### config.mk
export PLATFORM = sky130hd
export DESIGN_NAME = flash_guard
export DESIGN_NICKNAME = d
export VERILOG_FILES = /design/src/flash_guard_pkg.sv /design/src/flash_guard.sv /design/src/vector_redirect.sv /design/src/key_check.sv
export SDC_FILE = /design/constraint.sdc
export NUM_CORES = 1
export LEC_CHECK = 0
export BUFFER_PORTS_ARGS = -buffer_cell sky130_fd_sc_hd__buf_2
export CAP_MARGIN = 20
export CORE_MARGIN = 2
export CORE_UTILIZATION = 39
export DETAILED_ROUTE_END_ITERATION = 10
export PLACE_DENSITY = 0.77
export SLEW_MARGIN = 30
export SYNTH_ARGS = -nofsm -noshare
export SYNTH_HDL_FRONTEND = slang
export SYNTH_SLANG_ARGS = --single-unit
export TNS_END_PERCENT = 50
### constraint.sdc
create_clock -name I_MCLK -period 1.8 [get_ports I_MCLK]
set_input_delay 0.09 -clock I_MCLK [delete_from_list [all_inputs] [get_ports I_MCLK]]
set_output_delay 0.09 -clock I_MCLK [all_outputs]
set_load 0.005 [all_outputs]
### src/flash_guard_pkg.sv
package flash_guard_pkg;

    // register word offsets on the bus
    localparam logic [7:0]  OFF_PROT     = 8'h00;
    localparam logic [7:0]  OFF_DEFEAT   = 8'h04;
    localparam logic [7:0]  OFF_OPT      = 8'h08;
    localparam logic [7:0]  OFF_CONFIG   = 8'h0C;
    localparam logic [7:0]  OFF_STATUS   = 8'h10;

    // nonvolatile byte locations in the flash map
    localparam logic [15:0] NV_PROT_ADDR = 16'hFFBD;
    localparam logic [15:0] NV_OPT_ADDR  = 16'hFFBF;

    localparam int          PAGE_BITS    = 9;
    localparam logic [8:0]  PAGE_ONES    = 9'h1FF;
    localparam logic [15:0] FLASH_TOP    = 16'hFFFF;
    localparam logic [15:0] VEC_LO       = 16'hFFC0;
    localparam logic [15:0] VEC_HI       = 16'hFFFD;

    localparam logic [7:0]  DEFEAT_FIRST = 8'h55;
    localparam logic [7:0]  DEFEAT_SECOND = 8'hAA;

    localparam int          PROT_DIS_POS = 0;
    localparam int          OPT_KEY_ENABLE_BIT_POS = 7;
    localparam int          OPT_NORED_POS = 6;
    localparam logic [7:0]  OPT_MASK     = 8'hC3;
    localparam logic [1:0]  SEC_OPEN     = 2'b10;
    localparam int          CFG_KEY_ACCESS_BIT_POS = 5;

    localparam int          ST_SECURE    = 0;
    localparam int          ST_PROT      = 1;
    localparam int          ST_REDIRECT  = 2;
    localparam int          ST_ARMED     = 3;
    localparam int          ST_LOADED    = 4;

    // prot and opt values held until the nonvolatile copy lands; config held until written
    localparam logic [7:0]  PROT_RESET   = 8'hFF;
    localparam logic [7:0]  OPT_RESET    = 8'h03;
    localparam logic [7:0]  CFG_RESET    = 8'h00;

    localparam int          KEY_LEN      = 8;

    typedef enum logic [2:0] {
        DEF_IDLE  = 3'b001,
        DEF_FIRST = 3'b010,
        DEF_ARMED = 3'b100
    } defeat_state_t;

endpackage

### src/flash_guard.sv
// Summary of operation
// - protected region from page boundary to top
// - protect copy loaded from nonvolatile byte
// - debug writes change protect copy; armed defeat only sets disable bit
// - boundary bits plus ones give limit
// - protection on when disable bit zero
// - 55 then AA allows disable bit
// - redirection needs no-redirect bit zero
// - redirect only on partial protection
// - vectors redirected, reset vector never
// - untrusted access to flash and RAM blocked while secure, reads zero
// - secure code keeps full access
// - option copy loaded at reset
// - only 1:0 leaves device unsecured
// - debug module disallowed while secure
// - key unlock needs key enable bit
// - key access turns writes into compares
// - full key match unsecures until reset
// - key writes only from secure code
// - blank check success unsecures
`timescale 1ns/1ps
`default_nettype none
module flash_guard
    import flash_guard_pkg::*;
#(
    parameter logic [15:0] FLASH_BASE = 16'hC000,
    parameter logic [15:0] RAM_BASE   = 16'h00B0,
    parameter logic [15:0] RAM_TOP    = 16'h02AF,
    parameter logic [15:0] KEY_BASE   = 16'hFFB0
)(
    input  wire logic        I_MCLK,
    input  wire logic        I_RST_N,
    input  wire logic        I_WB_CYC,
    input  wire logic        I_WB_STB,
    input  wire logic        I_WB_WE,
    input  wire logic [7:0]  I_WB_ADR,
    input  wire logic [3:0]  I_WB_SEL,
    input  wire logic [31:0] I_WB_DAT,
    input  wire logic        I_WB_DEBUG,
    output logic [31:0]      O_WB_DAT,
    output logic             O_WB_ACK,
    input  wire logic [7:0]  I_NV_PROT,
    input  wire logic [7:0]  I_NV_OPT,
    input  wire logic [63:0] I_NV_KEY,
    input  wire logic        I_BLANK_OK,
    input  wire logic        I_MEM_REQ,
    input  wire logic        I_MEM_WE,
    input  wire logic        I_MEM_FETCH,
    input  wire logic [15:0] I_MEM_ADDR,
    input  wire logic [7:0]  I_MEM_WDATA,
    input  wire logic        I_MEM_SECURE_SRC,
    input  wire logic        I_MEM_DEBUG,
    input  wire logic [7:0]  I_ARRAY_RDATA,
    output logic             O_ARRAY_REQ,
    output logic             O_ARRAY_WE,
    output logic [15:0]      O_ARRAY_ADDR,
    output logic [7:0]       O_ARRAY_WDATA,
    output logic [7:0]       O_MEM_RDATA,
    output logic             O_MEM_VALID,
    output logic             O_DEBUG_EN_OK
);
    logic [7:0]     prot;
    logic [7:0]     opt;
    logic [7:0]     cfg;
    logic           loaded;
    logic           key_access_bit_q;
    logic           pend_rd;
    logic           pend_zero;
    defeat_state_t  defeat;
    defeat_state_t  next_defeat;

    wire logic        wb_req;
    wire logic        wb_wr;
    wire logic        wr_prot;
    wire logic        wr_defeat;
    wire logic        wr_cfg;
    wire logic        armed;
    wire logic [7:0]  wb_byte;
    wire logic [31:0] rd_word;
    wire logic [31:0] status;
    wire logic        secure;
    wire logic        key_access_bit;
    wire logic [15:0] last_unprot;
    wire logic        prot_active;
    wire logic        redirect;
    wire logic        in_protected;
    wire logic [15:0] mem_addr_out;
    wire logic        tgt_secure;
    wire logic        trusted;
    wire logic        blocked;
    wire logic        key_hit;
    wire logic        key_wr;
    wire logic        key_match;
    wire logic        unlock;
    wire logic        arr_we;
    wire logic        arr_req;

    // bus decode
    assign wb_req    = I_WB_CYC && I_WB_STB && !O_WB_ACK;
    assign wb_wr     = wb_req && I_WB_WE && I_WB_SEL[0];
    assign wb_byte   = I_WB_DAT[7:0];
    assign wr_prot   = wb_wr && (I_WB_ADR == OFF_PROT);
    assign wr_defeat = wb_wr && (I_WB_ADR == OFF_DEFEAT);
    assign wr_cfg    = wb_wr && (I_WB_ADR == OFF_CONFIG);
    assign armed     = (defeat == DEF_ARMED);

    assign secure = (opt[1:0] != SEC_OPEN);
    assign key_access_bit = cfg[CFG_KEY_ACCESS_BIT_POS];

    assign status = {27'h0000000, loaded, armed, redirect,
                     prot_active, secure};
    // unmapped offsets read as zero
    assign rd_word = (I_WB_ADR == OFF_PROT)   ? {24'h000000, prot} :
                     (I_WB_ADR == OFF_OPT)    ? {24'h000000, opt}  :
                     (I_WB_ADR == OFF_CONFIG) ? {24'h000000, cfg}  :
                     (I_WB_ADR == OFF_STATUS) ? status :
                     32'h00000000;

    always_comb
    begin
        next_defeat = defeat;
        unique case (defeat)
            DEF_IDLE:
                if (wr_defeat && wb_byte == DEFEAT_FIRST)
                    next_defeat = DEF_FIRST;
            DEF_FIRST:
                if (wb_wr)
                    next_defeat = (wr_defeat && wb_byte == DEFEAT_SECOND) ?
                                  DEF_ARMED : DEF_IDLE;
            DEF_ARMED:
                if (wb_wr && !wr_defeat)
                    next_defeat = DEF_IDLE;
            default:
                next_defeat = DEF_IDLE;
        endcase
    end

    vector_redirect #(
        .FLASH_BASE     (FLASH_BASE)
    ) u_redirect (
        .i_prot         (prot),
        .i_nored        (opt[OPT_NORED_POS]),
        .i_addr         (I_MEM_ADDR),
        .i_fetch        (I_MEM_FETCH),
        .o_last_unprot  (last_unprot),
        .o_prot_active  (prot_active),
        .o_redirect     (redirect),
        .o_in_protected (in_protected),
        .o_addr         (mem_addr_out)
    );

    // memory path gating
    assign tgt_secure = (I_MEM_ADDR >= FLASH_BASE) ||
                        ((I_MEM_ADDR >= RAM_BASE) && (I_MEM_ADDR <= RAM_TOP));
    assign trusted = I_MEM_SECURE_SRC && !I_MEM_DEBUG;
    assign blocked = secure && tgt_secure && !trusted;
    assign key_hit = key_access_bit && I_MEM_WE &&
                     (I_MEM_ADDR >= KEY_BASE) &&
                     (I_MEM_ADDR <= KEY_BASE + 16'(KEY_LEN - 1));
    assign key_wr  = I_MEM_REQ && key_hit && trusted;
    assign arr_req = I_MEM_REQ && !blocked && !key_hit;
    // protected pages refuse the first step of a command
    assign arr_we  = arr_req && I_MEM_WE && !in_protected;

    // order checked, spacing left to software
    key_check u_key (
        .i_clk    (I_MCLK),
        .i_rst_n  (I_RST_N),
        .i_start  (key_access_bit && !key_access_bit_q),
        .i_finish (!key_access_bit && key_access_bit_q),
        .i_wr     (key_wr),
        .i_idx    (3'(I_MEM_ADDR - KEY_BASE)),
        .i_data   (I_MEM_WDATA),
        .i_key    (I_NV_KEY),
        .o_match  (key_match)
    );

    assign unlock = (key_match && opt[OPT_KEY_ENABLE_BIT_POS]) || I_BLANK_OK;

    always_ff @(posedge I_MCLK or negedge I_RST_N)
    begin
        if (!I_RST_N)
        begin
            O_WB_ACK <= 1'b0;
            O_WB_DAT <= 32'h00000000;
            defeat   <= DEF_IDLE;
            cfg      <= CFG_RESET;
            key_access_bit_q <= 1'b0;
        end
        else
        begin
            O_WB_ACK <= wb_req;
            O_WB_DAT <= wb_req ? rd_word : 32'h00000000;
            defeat   <= next_defeat;
            key_access_bit_q <= key_access_bit;
            if (wr_cfg)
                cfg <= wb_byte & (8'h01 << CFG_KEY_ACCESS_BIT_POS);
        end
    end

    // nonvolatile copies land one edge after reset release
    always_ff @(posedge I_MCLK or negedge I_RST_N)
    begin
        if (!I_RST_N)
        begin
            loaded <= 1'b0;
            prot   <= PROT_RESET;
            opt    <= OPT_RESET;
        end
        else if (!loaded)
        begin
            loaded <= 1'b1;
            prot   <= I_NV_PROT;
            opt    <= I_NV_OPT & OPT_MASK;
        end
        else
        begin
            if (wr_prot && I_WB_DEBUG)
                prot <= wb_byte;
            else if (wr_prot && armed && wb_byte[PROT_DIS_POS])
                prot[PROT_DIS_POS] <= 1'b1;
            if (unlock)
                opt[1:0] <= SEC_OPEN;
        end
    end

    always_ff @(posedge I_MCLK or negedge I_RST_N)
    begin
        if (!I_RST_N)
        begin
            O_ARRAY_REQ   <= 1'b0;
            O_ARRAY_WE    <= 1'b0;
            O_ARRAY_ADDR  <= 16'h0000;
            O_ARRAY_WDATA <= 8'h00;
            O_MEM_RDATA   <= 8'h00;
            O_MEM_VALID   <= 1'b0;
            O_DEBUG_EN_OK <= 1'b0;
            pend_rd       <= 1'b0;
            pend_zero     <= 1'b0;
        end
        else
        begin
            O_ARRAY_REQ   <= arr_req;
            O_ARRAY_WE    <= arr_we;
            O_ARRAY_ADDR  <= mem_addr_out;
            O_ARRAY_WDATA <= I_MEM_WDATA;
            pend_rd       <= I_MEM_REQ && !I_MEM_WE;
            pend_zero     <= blocked;
            O_MEM_VALID   <= pend_rd;
            O_MEM_RDATA   <= (pend_rd && !pend_zero) ? I_ARRAY_RDATA : 8'h00;
            O_DEBUG_EN_OK <= loaded && !secure;
        end
    end
endmodule
`default_nettype wire

### src/vector_redirect.sv
`timescale 1ns/1ps
`default_nettype none
module vector_redirect
    import flash_guard_pkg::*;
#(
    parameter logic [15:0] FLASH_BASE = 16'hC000
)(
    input  wire logic [7:0]  i_prot,
    input  wire logic        i_nored,
    input  wire logic [15:0] i_addr,
    input  wire logic        i_fetch,
    output logic [15:0]      o_last_unprot,
    output logic             o_prot_active,
    output logic             o_redirect,
    output logic             o_in_protected,
    output logic [15:0]      o_addr
);
    wire logic partial;
    wire logic in_vec;

    assign o_last_unprot  = {i_prot[7:1], PAGE_ONES};
    assign o_prot_active  = ~i_prot[PROT_DIS_POS];
    // region up to top of flash
    assign o_in_protected = o_prot_active && (i_addr > o_last_unprot);
    assign partial = (o_last_unprot != FLASH_TOP) &&
                     (o_last_unprot >= FLASH_BASE);
    assign o_redirect = ~i_nored && o_prot_active && partial;
    assign in_vec = i_fetch && (i_addr >= VEC_LO) && (i_addr <= VEC_HI);
    assign o_addr = (o_redirect && in_vec) ?
                    {o_last_unprot[15:PAGE_BITS], i_addr[PAGE_BITS-1:0]} :
                    i_addr;
endmodule
`default_nettype wire

### src/key_check.sv
`timescale 1ns/1ps
`default_nettype none
module key_check
    import flash_guard_pkg::*;
(
    input  wire logic        i_clk,
    input  wire logic        i_rst_n,
    input  wire logic        i_start,
    input  wire logic        i_finish,
    input  wire logic        i_wr,
    input  wire logic [2:0]  i_idx,
    input  wire logic [7:0]  i_data,
    input  wire logic [63:0] i_key,
    output logic             o_match
);
    logic [3:0] count;
    logic       bad;
    wire logic  wrong;

    // out of order or extra bytes spoil the try
    assign wrong = count[3] || (i_idx != count[2:0]) ||
                   (i_data != i_key[8*count[2:0] +: 8]);

    always_ff @(posedge i_clk or negedge i_rst_n)
    begin
        if (!i_rst_n)
        begin
            count   <= 4'h0;
            bad     <= 1'b0;
            o_match <= 1'b0;
        end
        else
        begin
            o_match <= 1'b0;
            if (i_start)
            begin
                count <= 4'h0;
                bad   <= 1'b0;
            end
            else if (i_wr)
            begin
                count <= count + 4'h1;
                bad   <= bad | wrong;
            end
            if (i_finish)
                o_match <= !bad && (count == 4'(KEY_LEN));
        end
    end
endmodule
`default_nettype wire

# After elaboration in Yosys (flattened, before gate mapping)
# Cells that the tools add are included.
# op_classes
n_reduce_logical	60
eq_ne	20
n_lt_le_gt_ge	9
n_addsub	2
n_bitwise	3
muxes	23
shifts	1
# ops
cell	n
$ge 16x16->1 const B	4
$shiftx 64x7->8	1
$logic_and 1x1->1	40
$mux 8	5
$le 16x16->1 const B	2
$eq 8x4->1 const B	2
$ge 16x8->1 const B	1
$gt 16x16->1	1
$le 16x10->1 const B	1
$mux 16	1
$logic_not 1->1	13
$mux 3	4
$pmux 3 s3	1
$eq 8x3->1 const B	1
$eq 8x5->1 const B	1
$eq 8x7->1 const B	1
$eq 8x8->1 const B	1
$logic_not 8->1	1
$mux 4	2
$ne 8x8->1	1
$mux 7	1
$ne 7x7->1 const B	1
$mux 6	1
$ne 2x1->1 const B	3
other kinds (17)	28
# totals
register_bits	71
in_bits	168
word_cells	140
out_inout_bits	69

# Longest topological paths before layout
# Gate-level depths: netlist of run 1.
# logic_depth
depth_word	10
ltp_mapped	8
ltp_nobuf	8

# By module
# A second synthesis of run 1 with hierarchy kept.
# hier_totals
cells_unflattened	393
area_unflattened_um2	4259.1
# modules_own_cells
module	n_inst	seq_area_each_um2	area_each_um2	cells_each
flash_guard	1	1640.3	2780.2	243
key_check	1	150.1	937.1	82
vector_redirect	1	0.0	541.8	68

# Least setup slack after synthesis of run 1
# OpenSTA, ideal clock, no wires.
# synth_timing
kind	register to register
startpoint	reg u_key.count[0]
endpoint	reg u_key.bad
period_less_slack_ps	1890
setup_ps	135
arrival_time_ps	1755
required_ps	1665
setup_slack_ps	-90
path_buffers	1
path_stages_with_launch	8
cell_sequence	dfrtp_1 buf_6 mux4_1 mux2i_1 xor2_1 nand2_1 nor4_2 a211oi_1
# synth_between
elab_chain_cells	6
word_cells_on_any_way	8
cone_classes	2 x eq/ne; 1 x shift; 2 x mux; 1 x bitwise; 2 x reduce/logical
# synth_rtl
element	line_no	text
start: declaration	key_check.sv:16	logic [3:0] count;
start signal: assignment	key_check.sv:42	count <= count + 4'h1;
$shiftx 64x7->8 or $ne 3x3->1 (tied branches)	key_check.sv:22, key_check.sv:21	
$ne 8x8->1 or $logic_or 1x1->1 (tied branches)	key_check.sv:22, key_check.sv:21	
$logic_or 1x1->1 *	key_check.sv:21	assign wrong = count[3] || (i_idx != count[2:0]) ||
$or 1x1->1 *	key_check.sv:43	bad <= bad | wrong;
$mux 1 *	key_check.sv:40	else if (i_wr)
$mux 1 *	key_check.sv:35	if (i_start)
end signal: assignment	key_check.sv:43	
end: declaration	key_check.sv:17	logic bad;
# Mark *: on every way between the ends. The rest lies on a longest branch, timed or not. The select of a mux whose other input is x is not followed.
# A chain may end at the register's enable or synchronous reset.

# Worst setup path after layout of run 1
# Ends and elaborated chain as after synthesis.

==> results of run 1 <==
-- logic make-up (layout without fill, tap and decap cells) --
group | Yosys count | count (layout)
adders and majority gates | 9 | 9
and+or+nand+nor | 125 | 125
buffers and inverters | 54 | 280
AOI/OAI and AO/OA | 51 | 51
DFF | 71 | 71
xor gates and xnor gates | 14 | 14
muxes | 28 | 28
other | 2 | 25
-- layer usage --
layer,wire length [um],global-route usage (%),up-vias
met5,0,0,-
met4,213,7.72,0
met3,896,4.91,22
met2,5870,37.7,202
met1,4340,25.1,1723
li1,-,-,1709
-- final cells by class --
cell class | instances | share of cell area [%]
clock buffers | 14 | 3.23
flip-flops and latches | 71 | 31.7
repair buffers | 247 | 27.4
multi-input cells | 252 | 33.4
clock inverters | 2 | 0.221
well taps | 133 | 2.94
inverters | 17 | 1.13
-- Yosys cell counts, types with 3 or more instances --
cell type,number
sky130_fd_sc_hd__dfrtp_1,60
sky130_fd_sc_hd__nor2_1,32
sky130_fd_sc_hd__buf_4,26
sky130_fd_sc_hd__nand2_1,21
sky130_fd_sc_hd__inv_1,17
sky130_fd_sc_hd__dfstp_2,11
sky130_fd_sc_hd__nand3_1,11
sky130_fd_sc_hd__nand4_1,11
sky130_fd_sc_hd__o22ai_1,10
sky130_fd_sc_hd__xor2_1,10
sky130_fd_sc_hd__ha_1,9
sky130_fd_sc_hd__mux2i_1,9
sky130_fd_sc_hd__a21o_1,8
sky130_fd_sc_hd__and2_1,8
sky130_fd_sc_hd__o21ai_0,8
sky130_fd_sc_hd__a21oi_1,7
sky130_fd_sc_hd__mux2_2,7
sky130_fd_sc_hd__mux4_1,7
sky130_fd_sc_hd__nor3_1,7
sky130_fd_sc_hd__clkbuf_1,5
sky130_fd_sc_hd__mux4_2,5
sky130_fd_sc_hd__a22oi_1,4
sky130_fd_sc_hd__nor2b_1,4
sky130_fd_sc_hd__xnor2_1,4
sky130_fd_sc_hd__and3_1,3
sky130_fd_sc_hd__nand2b_1,3
sky130_fd_sc_hd__nor3b_1,3
sky130_fd_sc_hd__nor4_1,3
sky130_fd_sc_hd__or3b_2,3
-- critical path, cell delays in order, from the launching register on --
cell and delay, ns:
sky130_fd_sc_hd__dfrtp_2 0.42, sky130_fd_sc_hd__buf_6 0.15, sky130_fd_sc_hd__mux4_2 0.51, sky130_fd_sc_hd__mux2i_2 0.20, sky130_fd_sc_hd__xor2_1 0.16, sky130_fd_sc_hd__nand4_1 0.12
sky130_fd_sc_hd__nor3_2 0.15, sky130_fd_sc_hd__a211oi_1 0.09
-- how the worst min path moves through the flow --
stage / startpoint / end / slack (ns)
after floorplan: I_RST_N / O_ARRAY_ADDR[0] / -0.21
after global placement: I_RST_N / O_WB_DAT[2] / 0.14
after detailed placement: I_RST_N / O_WB_DAT[1] / 0.15
after CTS: I_MEM_ADDR[13] / O_ARRAY_ADDR[13] / 0.01
after global routing: I_MEM_ADDR[13] / O_ARRAY_ADDR[13] / 0.02
final: I_MEM_REQ / O_ARRAY_REQ / 0.03
-- power groups by stage --
stage / clock network [mW] / registers, mW / logic, mW
after global routing: 1.34 / 1.74 / 0.672
after CTS: 1.27 / 1.73 / 0.590
after detailed placement: 0 / 1.75 / 0.516
after floorplan: 0 / 1.75 / 0.237
final: 1.23 / 1.73 / 0.606
after global placement: 0 / 1.75 / 0.502
-- placed cells by master, fill, tap and decap left out, types with 4 or more instances in the layout --
master,n
sky130_fd_sc_hd__a21o_1,8
sky130_fd_sc_hd__a21oi_1,6
sky130_fd_sc_hd__a22oi_1,4
sky130_fd_sc_hd__and2_1,8
sky130_fd_sc_hd__buf_2,181
sky130_fd_sc_hd__buf_4,19
sky130_fd_sc_hd__clkbuf_8,13
sky130_fd_sc_hd__conb_1,25
sky130_fd_sc_hd__dfrtp_1,58
sky130_fd_sc_hd__dfstp_2,11
sky130_fd_sc_hd__dlygate4sd3_1,42
sky130_fd_sc_hd__ha_1,8
sky130_fd_sc_hd__inv_1,17
sky130_fd_sc_hd__mux2_2,7
sky130_fd_sc_hd__mux2i_1,8
sky130_fd_sc_hd__mux4_2,10
sky130_fd_sc_hd__nand2_1,21
sky130_fd_sc_hd__nand3_1,10
sky130_fd_sc_hd__nand4_1,11
sky130_fd_sc_hd__nor2_1,32
sky130_fd_sc_hd__nor2b_1,4
sky130_fd_sc_hd__nor3_1,5
sky130_fd_sc_hd__o21ai_0,7
sky130_fd_sc_hd__o22ai_1,10
sky130_fd_sc_hd__xnor2_1,4
sky130_fd_sc_hd__xor2_1,10
-- repair_timing --
item                       CTS  global route
setup endpoints to repair    2            11
pin swaps                    6             2
hold buffers                42             0
hold endpoints to repair   100             0
resized for setup            7             9
buffers inserted             2             1
-- flip-flops by register name, summed over array words and instances, names as in the netlist, 3 cells and up --
name,flops
O_ARRAY_WDATA,8
O_WB_DAT,8
u_key.count,4
O_ARRAY_ADDR,16
O_MEM_RDATA,8
prot,8
opt,4
defeat,3
-- through the flow --
step	std cells	utilization [%]
after detailed placement	675	51.0
after global placement	675	51.0
after global routing	736	58.2
after CTS	735	57.6
after floorplan	377	-
final	736	58.2
==> metrics.md, run 1 <==
| Metric | Value |
|---|---|
| Static Leak | 2.79 nW |
| Global-route wire length before repair | 18100 um |
| # port buffers | ~180 |
| Floorplan die area | 10800 um^2 |
| TritonCTS Sinks | 71 |
| Slack of the critical path | -0.115 ns |
| Worst supply voltage drop on vdd | 0.263 mV |
| Post-layout nets | slightly below 800 |
| Die outline width | 104 um |
| Overall power after layout | 3.57 mW |
| Switching power as a share of total power | 25.6% |
| Worst hold slack | 0.0341 ns |
| Cell count after synthesis | about 350 |
| Fraction of synthesized cell area taken by the top area cell type | 38.7% |
| Buffer cell driving the clock tree root | sky130_fd_sc_hd__clkbuf_8 |
| Growth of design area from synthesis to finish | 46.0% |
| Clk pwr share | 34.5% |
| Reg2reg path depth | 7 |
| Clock Path Buffers | 2 |
| Vias per std cell | slightly below 5 |
| Area occupied by multi-input gates | ~1900 um^2 |
| Data arrival time of the worst path | 2.13 ns |
| Fin Setup TNS | -0.118 ns |
| Total CTS buffers | 9 |
| Worst clock skew | 0.00643 ns |
| Post-synth top flop | sky130_fd_sc_hd__dfrtp_1 |
| Filler cell count in the final layout | 839 |
| Number of setup violations in the final report | 2 |
| Endpoint of the lowest-slack register-to-register path | u_key.bad |
| Hold Path Stages | 2 |
| Routed Antenna Nets | 0 |
| Initial cell density of the core | 39.9% |
| Placement Rows | 36 |
| Adder-cell share of the synthesized area | 2.90% |
| Max-slew headroom at the worst pin | around 62% |
| Worst reg-to-reg setup slack | -0.12 ns |
| Capturing instance or port of the critical path | u_key.bad |
| Net switching power | 0.911 mW |
| Clock period minus worst slack | 1.92 ns |
| Power density over the cells | 630 nW/um^2 |
| Seq cells post-synth | 71 |
| RR Startpoint | u_key.count[0] |
| Worst Hold Class | in2reg |
| Ant diodes | 0 |
| Fraction of final layout cells sized beyond drive strength 1 | 44.9% |
| Result of the run | finished, violations left |
| Biggest area consumer among synthesized cells | sky130_fd_sc_hd__dfrtp_1 |
| Core area | 9730 um^2 |
| Violations in the final reports | setup timing |
| Pin count of the biggest net entering global routing | 72 |
| Number of synthesis warnings | 0 |
| # H-tree levels | 3 |
| Final Slew Violations | 0 |
| Total wire length after detailed routing | approximately 11000 um |
| Combinational family with the most area after synthesis | simple AND/OR/NAND/NOR gates |
| Share of async-settable or async-resettable flops after synthesis | 100% |
| Critical setup path kind | reg2reg |
| I/O Pins | 237 |
| Summed area of non-filler cells in the final layout | 5660 um^2 |
| Number of search-and-repair iterations in the first detailed-routing pass | 6 |
| Placed cell areas | ~5000 um^2 |
| Maximum clock rate | 522 MHz |
| Number of antenna violations at the first check in global routing | 0 |
| Final HPWL from detailed placement | ~8500 um |
| Vias in the first global route | around 3800 |
| Pin slew with the least headroom to its limit | 0.569 ns |
| Number of flops mapped to enable cells by yosys | 0 |
| Final Hold Fails | 0 |
| Share of cell area taken by muxes after synthesis | 12.0% |
| Final RePlAce weighted congestion | ~0.87 |
| GR Overflow Total | 0 |
| Synthesized area divided by synthesized cell count | between 10 and 15 um^2 |
| Complex-gate fraction of the synthesized area | 9.29% |
| Count of unresolved DRC violations after routing | 0 |
| Fraction of the mapped netlist area in simple logic gates | 18.0% |
| Internal Power | around 2.7 mW |
| Max-cap check violation count | 0 |
| RSZ-0062 raised after global routing | true |
| Sequential area share after synthesis | 46.2% |
| Number of distinct standard cells referenced by the synthesized netlist | 59 |
| Die extent in y | 104 um |
| Worst setup path start | u_key.count[0] |
| Clock slew seen by the registers of the worst setup and hold paths | 0.07 ns |
| Clock tree from TritonCTS | done |
| Share of the clock period used by the worst path | 106% |
| Aggregate global-route resource usage | a little over a fifth |
| Setup slack at placement | -0.215 ns |
| Setup crit start kind | flop |
| Area share of xor/xnor cells in the synthesized design | 3.16% |
| Sequential share of power | between 40% and 50% |
| Latest clock arrival within the worst-skew pair | 0.35 ns |
| Via count | 3656 |
| Part of the total power dissipated in combinational logic | 17.0% |
| Area of all sequential standard cells | 1790 um^2 |
| Post-synthesis instance area | a little under 4000 um^2 |
| Most area-consuming cells after synthesis | sky130_fd_sc_hd__dfrtp_1 39%, sky130_fd_sc_hd__dfstp_2 7.5%, sky130_fd_sc_hd__buf_4 5.0% |
| Data required time at the worst endpoint | 2.01 ns |
| Wirelength per Cell | 15.4 um |
| Max FO, Critical Path | 6 |
| Starting DRT DRC Count | ~180 |
| Type of destination of the critical path | flop |
Note: power is estimated with default switching activity, not from simulation.
==> inputs of run 2 (changes only) <==
- CORE_UTILIZATION: 39 -> 35
- PLACE_DENSITY: 0.77 -> 0.7
==> run 2 against run 1 <==
The run still ends with setup timing left; core utilization is 6.0 points lower; non-clock buffer count fell by 1; via count fell by 1.6%; highest routed layer is now met5; sequential share of layout area about the same; critical path depth is 1 higher; combinational power barely moved.
==> metrics.md, run 2 (same netlist as run 1, synthesis figures left out) <==
| Metric | Value |
|---|---|
| Global-route wire length before repair | 16700 um (-7.5%) |
| Utilization after layout | 52.1% (-6.0 points) |
| Max-slew headroom at the worst pin | 65.3% (+3.5 points) |
| Clock slew seen by the registers of the worst setup and hold paths | 0.08 ns (about the same) |
| Total CTS buffers | 9 (unchanged) |
| Setup crit start kind | flop |
| Count of unresolved DRC violations after routing | 0 (unchanged) |
| Most frequent cells in the layout | 180 x sky130_fd_sc_hd__buf_2, 60 x sky130_fd_sc_hd__dfrtp_1, 43 x sky130_fd_sc_hd__dlygate4sd3_1, 32 x sky130_fd_sc_hd__nor2_1, 25 x sky130_fd_sc_hd__conb_1 |
| Via count | 3597 (-1.6%) |
| Ant diodes | 0 (unchanged) |
| Result of the run | finished, violations left |
| Clock tree from TritonCTS | done |
| Core area | 10800 um^2 (+11%) |
| CP max-delay cell | sky130_fd_sc_hd__mux4_2 |
| Slack of the critical path | -0.111 ns (+0.00373 ns) |
| Worst supply voltage drop on vdd | 0.404 mV (+53%) |
| RSZ-0062 raised after global routing | true |
| Type of destination of the critical path | flop |
| Worst clock skew | 0.00996 ns (+0.00353 ns) |
| Number of setup violations in the final report | 1 (-1) |
| Overall power after layout | 3.60 mW (+1.0%) |
| Critical setup path kind | reg2reg |
| List of cells traversed by the critical path | buf_12, buf_12, mux4_2, mux2i_1, xor2_1, nand2_1, nor4_2, a211oi_1 |
| Growth of design area from synthesis to finish | 45.8% |
| Starting DRT DRC Count | 134 (-24%) |
| Clock Path Buffers | 2 (unchanged) |
| Final Slew Violations | 0 (unchanged) |
| Peak per-stage delay on the critical path | 0.47 ns (-0.04 ns) |
| Static Leak | 2.79 nW (-0.33%) |
| Worst Hold Class | in2reg |
| Wirelength per Cell | 15.0 um (-2.2%) |
| Fin Setup TNS | -0.111 ns (+0.00716 ns) |
| Data arrival time of the worst path | 2.14 ns (about the same) |
| Post-layout nets | 774 (-0.13%) |
| Placement Rows | 38 (+5.6%) |
| Share of the clock period used by the worst path | 106% (-0.21 points) |
| # H-tree levels | 3 (unchanged) |
| Buffer cell driving the clock tree root | sky130_fd_sc_hd__clkbuf_8 |
| Largest register by flop count | O_ARRAY_ADDR |
| Final Hold Fails | 0 (unchanged) |
| Pin slew with the least headroom to its limit | 0.521 ns (-0.0481 ns) |
| Total wire length after detailed routing | 11200 um (-1.4%) |
| Latest clock arrival within the worst-skew pair | 0.35 ns (about the same) |
| Summed area of non-filler cells in the final layout | 5650 um^2 (-0.15%) |
| Power density over the cells | 637 nW/um^2 (+1.2%) |
| Placed cell areas | 4970 um^2 (+0.23%) |
| Vias in the first global route | 3542 (-7.4%) |
| Number of search-and-repair iterations in the first detailed-routing pass | 5 (-1) |
| # port buffers | 181 (unchanged) |
| Pin count of the biggest net entering global routing | 44 (-39%) |
| Max-cap check violation count | 0 (unchanged) |
| TritonCTS Sinks | 71 (unchanged) |
| Clock period minus worst slack | 1.91 ns (-0.00373 ns) |
| Number of antenna violations at the first check in global routing | 1 (+1) |
| I/O Pins | 237 (unchanged) |
| Final RePlAce weighted congestion | 0.848 (-2.1%) |
| Maximum clock rate | 523 MHz (+0.19%) |
| Aggregate global-route resource usage | 18.5% (-2.7 points) |
| Data required time at the worst endpoint | 2.03 ns (+0.02 ns) |
| Max FO, Critical Path | 7 (+1) |
| Routed Antenna Nets | 0 (unchanged) |
| Fraction of final layout cells sized beyond drive strength 1 | 43.7% (-1.3 points) |
| Initial cell density of the core | 35.8% (-4.1 points) |
| Vias per std cell | 4.85 (-2.4%) |
| Most used cell along the critical path | sky130_fd_sc_hd__buf_12 |
| Die extent in y | 109 um (+5.3%) |
| Post-placement cell count | 682 (+1.0%) |
| GR Overflow Total | 0 (unchanged) |
| Violations in the final reports | setup timing |
| Final HPWL from detailed placement | 8700 um (+2.8%) |
| Floorplan die area | 11900 um^2 (+11%) |
| Number of flip-flops in the largest register | 16 (unchanged) |
| Die outline width | 109 um (+5.3%) |
| Number of non-filler instances in the completed layout | 742 (+0.82%) |
| Worst hold slack | 0.0339 ns (-0.000129 ns) |
| Commonest non-fill, non-tap cell in the layout | sky130_fd_sc_hd__buf_2 |
| Setup slack at placement | -0.169 ns (+0.0455 ns) |
==> run 2: final timing paths <==
path	from	end	slack, ns	cells after the start
max in group asynchronous	I_RST_N	defeat[0]	0.92	3
setup / recovery	u_key.count[0]	u_key.bad	-0.11	8
setup reg to reg	u_key.count[0]	u_key.bad	-0.11	8
hold / removal	I_MEM_REQ	O_ARRAY_REQ	0.03	2
min in group asynchronous	I_RST_N	O_WB_DAT[1]	0.27	2
hold reg to reg	pend_rd	O_MEM_VALID	0.38	0
==> run 2: per-layer routing <==
metal | track usage [%] | vias up | share of wire (%)
li1 | - | 1716 | -
met3 | 4.96 | 13 | 7.9
met1 | 21.5 | 1710 | 40
met4 | 5.15 | 2 | 1.1
met2 | 33.5 | 156 | 51
met5 | 0 | - | 0.090
==> run 2: timing repair <==
action                                  CTS  global route
hold buffers                             43             0
endpoints found under the setup margin    1            10
gates resized for setup                   1             6
hold endpoints to repair                 83             0
buffers inserted                          1             0
pin swaps                                 3             2
==> run 2: report_power, final <==
part / switching (mW) / leakage [nW] / internal [mW] / total, mW
clock network: 0.628 / 0.0992 / 0.641 / 1.27
registers: 0.0457 / 0.880 / 1.68 / 1.73
logic: 0.280 / 1.81 / 0.327 / 0.606
==> run 2: cell type report <==
type | count | area [um^2]
fillers | 993 | 5190
multi-input cells | 252 | 1870
flip-flops and latches | 71 | 1790
repair buffers | 246 | 1560
well taps | 140 | 175
clock buffers | 9 | 124
clock inverters | 7 | 73.8
inverters | 17 | 63.8
==> run 2: worst max-delay path, delay by kind of cell (launching register included) <==
family                 cells  cell delay [ns]
XOR/XNOR                   1             0.16
AO/OA/AOI/OAI              1             0.10
buffers and inverters      2             0.25
AND/OR/NAND/NOR            2             0.23
flip-flops                 1             0.40
multiplexers               2             0.64
